File: src/verilog/rtc_regs_pkg.sv
/*
  Register map constants for the real-time clock register bank:
  offsets, bit positions and values after reset.
  Assumes a single clock domain and byte-wide registers.
*/
package rtc_regs_pkg;

  localparam int unsigned ADDR_W = 4;
  localparam int unsigned DATA_W = 8;

  localparam logic [3:0] OFS_MAIN_CONTROL       = 4'h0;
  localparam logic [3:0] OFS_IRQ_CONTROL_STATE  = 4'h1;
  localparam logic [3:0] OFS_SECONDS_INTEGRITY  = 4'h2;
  localparam logic [3:0] OFS_MINUTE_COUNT       = 4'h3;
  localparam logic [3:0] OFS_HOUR_COUNT         = 4'h4;
  localparam logic [3:0] OFS_DAY_OF_MONTH       = 4'h5;
  localparam logic [3:0] OFS_DAY_OF_WEEK        = 4'h6;
  localparam logic [3:0] OFS_MONTH_AND_CENTURY  = 4'h7;
  localparam logic [3:0] OFS_YEAR_COUNT         = 4'h8;
  localparam logic [3:0] OFS_ALARM_MINUTE_MATCH = 4'h9;
  localparam logic [3:0] OFS_ALARM_HOUR_MATCH   = 4'ha;
  localparam logic [3:0] OFS_ALARM_DATE_MATCH   = 4'hb;
  localparam logic [3:0] OFS_ALARM_DOW_MATCH    = 4'hc;
  localparam logic [3:0] OFS_SQUARE_WAVE_CTRL   = 4'hd;
  localparam logic [3:0] OFS_COUNTDOWN_CTRL     = 4'he;
  localparam logic [3:0] OFS_COUNTDOWN_VALUE    = 4'hf;

  // Field positions
  localparam int unsigned BIT_FACTORY_TEST  = 7;
  localparam int unsigned BIT_DIVIDER_HALT  = 5;
  localparam int unsigned BIT_RESET_OVR     = 3;
  localparam int unsigned BIT_IRQ_PULSE     = 4;
  localparam int unsigned BIT_ALARM_FLAG    = 3;
  localparam int unsigned BIT_COUNT_FLAG    = 2;
  localparam int unsigned BIT_ALARM_IRQ_EN  = 1;
  localparam int unsigned BIT_COUNT_IRQ_EN  = 0;
  localparam int unsigned BIT_ALARM_GATE    = 7;
  localparam int unsigned BIT_SQW_ENABLE    = 7;
  localparam int unsigned BIT_COUNT_ENABLE  = 7;
  localparam int unsigned BIT_INTEGRITY     = 7;

  // Implemented-bit masks; all other bits read zero
  localparam logic [7:0] MASK_MAIN_CONTROL  = 8'ha8;
  localparam logic [7:0] MASK_IRQ_CONTROL   = 8'h1f;
  localparam logic [7:0] MASK_SECONDS       = 8'hff;
  localparam logic [7:0] MASK_MINUTES       = 8'h7f;
  localparam logic [7:0] MASK_HOURS         = 8'h3f;
  localparam logic [7:0] MASK_DAYS          = 8'h3f;
  localparam logic [7:0] MASK_WEEKDAY       = 8'h07;
  localparam logic [7:0] MASK_MONTHS        = 8'h9f;
  localparam logic [7:0] MASK_YEARS         = 8'hff;
  localparam logic [7:0] MASK_ALARM_MINUTE  = 8'hff;
  localparam logic [7:0] MASK_ALARM_HOUR    = 8'hbf;
  localparam logic [7:0] MASK_ALARM_DATE    = 8'hbf;
  localparam logic [7:0] MASK_ALARM_DOW     = 8'h87;
  localparam logic [7:0] MASK_SEL_CTRL      = 8'h83;
  localparam logic [7:0] MASK_COUNT_VALUE   = 8'hff;

  // Values after reset
  localparam logic [7:0] RST_MAIN_CONTROL   = 8'h08;
  localparam logic [7:0] RST_IRQ_CONTROL    = 8'h00;
  localparam logic [7:0] RST_SECONDS        = 8'h80;
  localparam logic [7:0] RST_DAYS           = 8'h01;
  localparam logic [7:0] RST_MONTHS         = 8'h01;
  localparam logic [7:0] RST_ALARM          = 8'h80;
  localparam logic [7:0] RST_SQW_CTRL       = 8'h80;
  localparam logic [7:0] RST_COUNT_CTRL     = 8'h03;
  localparam logic [7:0] RST_ZERO           = 8'h00;

endpackage

File: src/verilog/rtc_register_bank.sv
/*
  Sixteen-entry byte register bank of a real-time clock: control and
  status, BCD time counters, alarm match values, square-wave and
  countdown control. Assumes the serial protocol engine, alarm matcher,
  countdown timer and divider chain live outside and talk to this bank
  through plain same-clock ports.
*/
`timescale 1ns/1ps

// Notes on behaviour
// - Writes to irrelevant bit positions have no effect.
// - Time fields hold BCD; ranges are kept by the counter logic.
// - Alarm registers hold a match value plus an enable in bit 7.
// - Bit 7 of main control selects factory test mode; resets to 0.
// - Divider halt bit clears the divider chain and stops the calendar.
// - Divider halt resets to 0; clearing it restarts from cleared divider.
// - Bit 3 of main control resets to 1, enabling reset override.
// - Pulse mode 0: interrupt follows countdown flag gated by its enable.
// - Pulse mode 1: countdown pulses; alarm flag still holds interrupt low.
// - Alarm flag bit 3: write 0 clears, write 1 keeps, resets to 0.
// - Countdown flag bit 2: write 0 clears, write 1 keeps, resets to 0.
// - Bit 1 alarm irq enable, bit 0 countdown irq enable, both reset 0.
// - Interrupt is OR of enabled alarm and enabled countdown conditions.
// - Flags set on events and hold until the host overwrites them.
// - Address pointer advances by one after each byte read or written.
// - Time counters freeze while any register is accessed, timekeeping or not.
module rtc_register_bank
  import rtc_regs_pkg::*;
(
  input  wire logic                ref_clk,
  input  wire logic                rst,
  input  wire logic                clkEn,
  // Access port from the serial engine
  input  wire logic                ptrLoad,
  input  wire logic [ADDR_W-1:0]   ptrValue,
  input  wire logic                wrStrobe,
  input  wire logic [DATA_W-1:0]   wrData,
  input  wire logic                rdStrobe,
  output logic      [DATA_W-1:0]   rdData,
  output logic      [ADDR_W-1:0]   regPointer,
  input  wire logic                accessActive,
  // Timekeeping core
  input  wire logic                tickUpdate,
  input  wire logic [DATA_W-1:0]   tickSeconds,
  input  wire logic [DATA_W-1:0]   tickMinutes,
  input  wire logic [DATA_W-1:0]   tickHours,
  input  wire logic [DATA_W-1:0]   tickDays,
  input  wire logic [DATA_W-1:0]   tickWeekday,
  input  wire logic [DATA_W-1:0]   tickMonths,
  input  wire logic [DATA_W-1:0]   tickYears,
  input  wire logic                tickCountValid,
  input  wire logic [DATA_W-1:0]   tickCountValue,
  input  wire logic                alarmEvent,
  input  wire logic                countdownEvent,
  input  wire logic                countdownPulse,
  input  wire logic                integrityLostEvent,
  // Control outputs
  output logic                     timeFreeze,
  output logic                     dividerClear,
  output logic                     factoryTestSelect,
  output logic                     resetOverrideAllow,
  output logic                     squareWaveEnable,
  output logic      [1:0]          squareWaveFreqSel,
  output logic                     countdownEnable,
  output logic      [1:0]          countdownSourceSel,
  output logic      [4*DATA_W-1:0] alarmMatch,
  output logic      [3:0]          alarmGates,
  output logic                     irqActive_n
);

  localparam int unsigned NREG = 16;

  logic [DATA_W-1:0] regs [NREG];
  logic [DATA_W-1:0] maskTable [NREG];
  logic [DATA_W-1:0] rstTable [NREG];
  logic [DATA_W-1:0] tickTable [NREG];

  // Per-register implemented bits and reset values
  assign maskTable = '{MASK_MAIN_CONTROL, MASK_IRQ_CONTROL, MASK_SECONDS, MASK_MINUTES,
                       MASK_HOURS, MASK_DAYS, MASK_WEEKDAY, MASK_MONTHS, MASK_YEARS,
                       MASK_ALARM_MINUTE, MASK_ALARM_HOUR, MASK_ALARM_DATE,
                       MASK_ALARM_DOW, MASK_SEL_CTRL, MASK_SEL_CTRL, MASK_COUNT_VALUE};
  assign rstTable  = '{RST_MAIN_CONTROL, RST_IRQ_CONTROL, RST_SECONDS, RST_ZERO, RST_ZERO,
                       RST_DAYS, RST_ZERO, RST_MONTHS, RST_ZERO, RST_ALARM, RST_ALARM,
                       RST_ALARM, RST_ALARM, RST_SQW_CTRL, RST_COUNT_CTRL, RST_ZERO};
  assign tickTable = '{RST_ZERO, RST_ZERO, tickSeconds, tickMinutes, tickHours, tickDays,
                       tickWeekday, tickMonths, tickYears, RST_ZERO, RST_ZERO, RST_ZERO,
                       RST_ZERO, RST_ZERO, RST_ZERO, tickCountValue};

  wire logic               isTimeReg;
  wire logic               byteDone;
  wire logic               calendarHalt;
  wire logic               tickAccepted;
  wire logic               writeFlags;
  wire logic [DATA_W-1:0]  flagWriteValue;
  wire logic               nextAlarmFlag;
  wire logic               nextCountFlag;
  wire logic               timerLevelIrq;
  wire logic               timerPulseIrq;
  wire logic               alarmIrq;

  assign isTimeReg    = (regPointer >= OFS_SECONDS_INTEGRITY)
                      && (regPointer <= OFS_YEAR_COUNT);
  assign byteDone     = wrStrobe | rdStrobe;
  assign calendarHalt = regs[OFS_MAIN_CONTROL][BIT_DIVIDER_HALT];
  assign timeFreeze   = accessActive | calendarHalt;
  assign tickAccepted = tickUpdate & ~timeFreeze;

  // Divider chain clear is a level; it releases when the halt bit is written 0
  assign dividerClear       = calendarHalt;
  assign factoryTestSelect  = regs[OFS_MAIN_CONTROL][BIT_FACTORY_TEST];
  assign resetOverrideAllow = regs[OFS_MAIN_CONTROL][BIT_RESET_OVR];
  assign squareWaveEnable   = regs[OFS_SQUARE_WAVE_CTRL][BIT_SQW_ENABLE];
  assign squareWaveFreqSel  = regs[OFS_SQUARE_WAVE_CTRL][1:0];
  assign countdownEnable    = regs[OFS_COUNTDOWN_CTRL][BIT_COUNT_ENABLE];
  assign countdownSourceSel = regs[OFS_COUNTDOWN_CTRL][1:0];
  assign rdData             = regs[regPointer];

  // Flags: a write ANDs in, so clearing one never clobbers the other
  assign writeFlags     = wrStrobe && (regPointer == OFS_IRQ_CONTROL_STATE);
  assign flagWriteValue = writeFlags ? wrData : 8'hff;
  assign nextAlarmFlag  = alarmEvent
                        | (regs[OFS_IRQ_CONTROL_STATE][BIT_ALARM_FLAG]
                           & flagWriteValue[BIT_ALARM_FLAG]);
  assign nextCountFlag  = countdownEvent
                        | (regs[OFS_IRQ_CONTROL_STATE][BIT_COUNT_FLAG]
                           & flagWriteValue[BIT_COUNT_FLAG]);

  // Interrupt gating
  assign alarmIrq      = regs[OFS_IRQ_CONTROL_STATE][BIT_ALARM_FLAG]
                       & regs[OFS_IRQ_CONTROL_STATE][BIT_ALARM_IRQ_EN];
  assign timerLevelIrq = regs[OFS_IRQ_CONTROL_STATE][BIT_COUNT_FLAG]
                       & regs[OFS_IRQ_CONTROL_STATE][BIT_COUNT_IRQ_EN];
  assign timerPulseIrq = countdownPulse
                       & regs[OFS_IRQ_CONTROL_STATE][BIT_COUNT_IRQ_EN];

  // Address pointer
  always_ff @(posedge ref_clk) begin
    if (rst) begin
      regPointer <= '0;
    end else if (clkEn) begin
      if (ptrLoad) begin
        regPointer <= ptrValue;
      end else if (byteDone) begin
        regPointer <= regPointer + 4'h1;
      end
    end
  end

  // Interrupt output is registered so the open-drain pin never glitches
  always_ff @(posedge ref_clk) begin
    if (rst) begin
      irqActive_n <= 1'b1;
    end else if (clkEn) begin
      if (regs[OFS_IRQ_CONTROL_STATE][BIT_IRQ_PULSE]) begin
        irqActive_n <= ~(alarmIrq | timerPulseIrq);
      end else begin
        irqActive_n <= ~(alarmIrq | timerLevelIrq);
      end
    end
  end

  // Register storage, one slice per address
  for (genvar i = 0; i < NREG; i++) begin : g_reg
    wire logic               hostWrite;
    wire logic [DATA_W-1:0]  hostValue;
    wire logic [DATA_W-1:0]  integritySet;
    assign hostWrite = wrStrobe && (regPointer == ADDR_W'(i));
    // Loss event in the same cycle as a host write still sets the flag
    assign integritySet = (i == OFS_SECONDS_INTEGRITY && integrityLostEvent) ? 8'h80 : 8'h00;
    assign hostValue = wrData & maskTable[i];

    always_ff @(posedge ref_clk) begin
      if (rst) begin
        regs[i] <= rstTable[i];
      end else if (clkEn) begin
        if (i == OFS_IRQ_CONTROL_STATE) begin
          if (hostWrite) begin
            regs[i] <= {3'h0, hostValue[BIT_IRQ_PULSE], nextAlarmFlag,
                        nextCountFlag, hostValue[1:0]};
          end else begin
            regs[i] <= {regs[i][7:4], nextAlarmFlag, nextCountFlag, regs[i][1:0]};
          end
        end else if (hostWrite) begin
          regs[i] <= hostValue | integritySet;
        end else if (i == OFS_SECONDS_INTEGRITY && integrityLostEvent) begin
          regs[i] <= regs[i] | 8'h80;
        end else if (tickAccepted && i >= OFS_SECONDS_INTEGRITY && i <= OFS_YEAR_COUNT) begin
          // Integrity bit survives ticks; only the host clears it
          if (i == OFS_SECONDS_INTEGRITY) begin
            regs[i] <= {regs[i][BIT_INTEGRITY], tickTable[i][6:0]};
          end else begin
            regs[i] <= tickTable[i] & maskTable[i];
          end
        end else if (i == OFS_COUNTDOWN_VALUE && tickCountValid) begin
          regs[i] <= tickTable[i];
        end
      end
    end

    if (i >= OFS_ALARM_MINUTE_MATCH && i <= OFS_ALARM_DOW_MATCH) begin : g_alarm
      localparam int unsigned K = i - OFS_ALARM_MINUTE_MATCH;
      assign alarmMatch[K*DATA_W +: DATA_W] = {1'b0, regs[i][6:0]};
      assign alarmGates[K] = regs[i][BIT_ALARM_GATE];
    end
  end

endmodule // rtc_register_bank

File: config.mk
export PLATFORM = sky130hd
export DESIGN_NAME = rtc_register_bank
export DESIGN_NICKNAME = d
export VERILOG_FILES = /design/src/verilog/rtc_regs_pkg.sv /design/src/verilog/rtc_register_bank.sv
export SDC_FILE = /design/constraint.sdc
export NUM_CORES = 1
export LEC_CHECK = 0
export BUFFER_PORTS_ARGS = -buffer_cell sky130_fd_sc_hd__buf_4
export CAP_MARGIN = 20
export CORE_MARGIN = 2
export CORE_UTILIZATION = 45
export CTS_CLUSTER_SIZE = 10
export DETAILED_ROUTE_END_ITERATION = 6
export GPL_TIMING_DRIVEN = 0
export PLACE_DENSITY = 0.8
export REMOVE_ABC_BUFFERS = 1
export SYNTH_ARGS = -nofsm -noshare
export SYNTH_HDL_FRONTEND = slang
export SYNTH_SLANG_ARGS = --single-unit
File: constraint.sdc
create_clock -name ref_clk -period 1.7 [get_ports ref_clk]
set_input_delay 0 -clock ref_clk [delete_from_list [all_inputs] [get_ports ref_clk]]
set_output_delay 0 -clock ref_clk [all_outputs]
set_load 0.02 [all_outputs]
==> flow_summary.json <==
{
  "status": "finished with violations",
  "violations": "setup timing",
  "drtIter0Drc": 656,
  "grt_pass1_vias": 4801,
  "synth-simple-area-share": 0.154,
  "wl_per_cell_um": 22.8,
  "tightest_slew_ns": 0.732,
  "cap_viol_max_count": 0,
  "grt_pass1_wl_um": 26100,
  "synth_area_leaders": "edfxtp_1 (51%), mux4_2 (5.0%), a22o_1 (3.9%)",
  "fillers": 824,
  "synth-seq-cells": 101,
  "p_switching_uw": 1730,
  "irDropWorstVdd_v": 0.000451,
  "synth_cells": 467,
  "yosys_warnings": 0,
  "antennaDiodeCount": 0,
  "setup_viol_count_final": 7,
  "post-synth-top-count-cell": "edfxtp_1",
  "path_class": "reg -> out",
  "cp_max_fo": 5,
  "overflow": 0,
  "hold_viol_final": 0,
  "dr_wl_met3_um": 2030,
  "vias": 4877,
  "grt_max_degree": 31,
  "htreeDepth": 3,
  "yosys-mux-area-fraction": 0.0871,
  "holdWs_ns": 0.00191,
  "seq_area_mm2": 0.00297,
  "fin_area_mm2": 0.00761,
  "synth-xor-area-share": 0,
  "hp-class": "in -> reg",
  "initial_core_util": 0.466,
  "gp_congestion": 0.924,
  "fmax_ghz": 0.501,
  "rows": 39,
  "max_slew_margin": 0.508,
  "async_reset_ff_frac": 0,
  "synth_top_family_by_area": "simple AND/OR/NAND/NOR gates",
  "clk_latency_ns": 0.36,
  "period_share": 1.17,
  "cts_tree": "done",
  "vias_per_cell": 6.21,
  "synth_cell_types": 51,
  "finalNetCount": 730,
  "drv_slew": 0,
  "final_core_util": 0.658,
  "period_needed_ns": 1.99,
  "synthAdderAreaFrac": 0.00929,
  "synth_edf_count": 92,
  "power.share.combinational": 0.185,
  "endpoint_kind": "primary output",
  "dieArea_mm2": 0.0129,
  "antenna_found_initial": 0,
  "leakage_uw": 0.00293,
  "dr.pass1.iters": 5,
  "die_h_um": 113,
  "dpl.cell_count": 698,
  "fin_ws_ns": -0.295,
  "wl_um": 17900,
  "met1_length_um": 6620,
  "swShare": 0.275,
  "start_kind": "flop",
  "cp.required_ns": 1.70,
  "wl_met2_um": 8460,
  "track_usage": 0.272,
  "postRouteAntennaNets": 0,
  "power.share.sequential": 0.464,
  "powerDensity_mw_per_mm2": 825,
  "core_mm2": 0.0116,
  "layout-drive-gt1-share": 0.399,
  "fin_skew_ns": 0.0100,
  "path_clk_slew_ns": 0.08,
  "synth_top_cell_area_share": 0.513,
  "dpl.hpwl_um": 11000,
  "yosysTopAreaCell": "edfxtp_1",
  "clock-sinks": 101,
  "synthTopCellsByCount": "edfxtp_1 (92), nand2_1 (49), and2_1 (29), a22o_1 (24), nand3_1 (20)",
  "port_buffers": 124,
  "synth.avg_cell_area_um2": 11.5,
  "root_buffer": "clkbuf_16",
  "ys_seq_area_frac": 0.546,
  "top_layer_used": "met4",
  "synth_compound_area_frac": 0.147,
  "die_w_um": 113,
  "p_total_uw": 6280,
  "syn_to_final_growth_pct": 41.3,
  "drc": 0,
  "clockBufferDepth": 2,
  "postPlaceCellArea_mm2": 0.00627,
  "netlist_area_mm2": 0.00539,
  "multi_input_area_mm2": 0.00247,
  "critPathArrivalTime_ns": 1.99,
  "p_int_uw": 4550,
  "rsz0062_at_grt": "true",
  "io_pins": 148,
  "stdcell_count": 785,
  "pwr-share-clk": 0.351,
  "cts_made_buffers": 9,
  "synth_ff_type": "edfxtp_1"
}
-- cell usage in the layout, fill, tap and decap left out, drive strengths merged, types with 3 or more instances in the layout --
cell type / instances
a21oi: 19
a211oi: 6
conb: 10
or3: 9
nor2b: 9
inv: 12
nor2: 19
a31oi: 7
dlygate4sd3: 36
nand2b: 3
a22o: 24
a22oi: 5
mux2: 7
or2: 4
nand2: 49
edfxtp: 92
ha: 4
buf: 158
o21ai: 16
o21bai: 8
dfxtp: 9
mux2i: 12
mux4: 12
clkbuf: 9
o22ai: 16
nor3: 14
nand3: 22
and2: 29
-- power by group through the flow --
| stage | combinational [uW] | sequential, uW | clock [uW] |
|---|---|---|---|
| global placement | 809 | 3000 | 0 |
| CTS | 1080 | 2910 | 2180 |
| floorplan | 387 | 3000 | 0 |
| finish | 1160 | 2920 | 2200 |
| global route | 1220 | 2920 | 2280 |
| detailed placement | 822 | 3010 | 0 |
-- area by class of cell --
type                       instances  share of cell area
tap                              143              0.0235
inverter                           9             0.00542
timing repair buffer             194               0.214
clock buffer                       9              0.0296
sequential                       101               0.390
multi-input combinational        322               0.325
clock inverter                     7              0.0122
-- what timing repair did --
action / in CTS / in global routing
setup buffers: 22 / 12
pin swaps: 15 / 16
resized for setup: 69 / 26
hold buffers: 35 / 1
gates cloned: 1 / 0
endpoints found under the hold margin: 34 / 1
endpoints found under the setup margin: 154 / 104
-- sequential cells by signal, indices dropped and copies added (netlist names), named ones only --
signal	count
regs	92
regPointer	4
irqActive_n	1
-- through the flow --
stage               TNS, ns  setup WS [ns]
floorplan            -15.21         -0.433
global placement     -78.20          -1.17
detailed placement   -72.56          -1.15
CTS                   -1.54         -0.231
global route          -2.04         -0.312
finish                -1.68         -0.295
-- cells by family (layout without fill, tap and decap cells) --
family / count (synthesis) / in the layout
simple gates: 162 / 163
other cells: 1 / 10
flops: 101 / 101
compound gates: 114 / 114
mux: 31 / 31
buf+inv: 54 / 219
fa+ha+maj: 4 / 4
-- worst paths after layout --
kind | startpoint | to | slack, ns | cells after the start
setup / recovery | flop | rdData[2] | -0.29 | 5
hold / removal | alarmEvent | regs[1][3]$_DFFE_PN_ | 0.002 | 3
setup reg to reg | regPointer[1]$_SDFFE_PP0N_ | regs[8][6]$_SDFFCE_PN0P_ | 0.03 | 6
hold reg to reg | irqActive_n$_SDFFE_PP1P_ | irqActive_n$_SDFFE_PP1P_ | 0.51 | 1
-- critical path: stages (launching register included) --
cell and delay [ns]:
dfxtp_4 0.37, buf_12 0.13, mux4_2 0.55, a211oi_2 0.30
a211oi_2 0.10, buf_4 0.18
-- layer usage --
metal	track usage	up-vias
met2	0.443	408
li1	-	2089
met4	0.115	0
met5	0	-
met3	0.0595	80
met1	0.356	2300
Power figures use the tool's default switching activity.
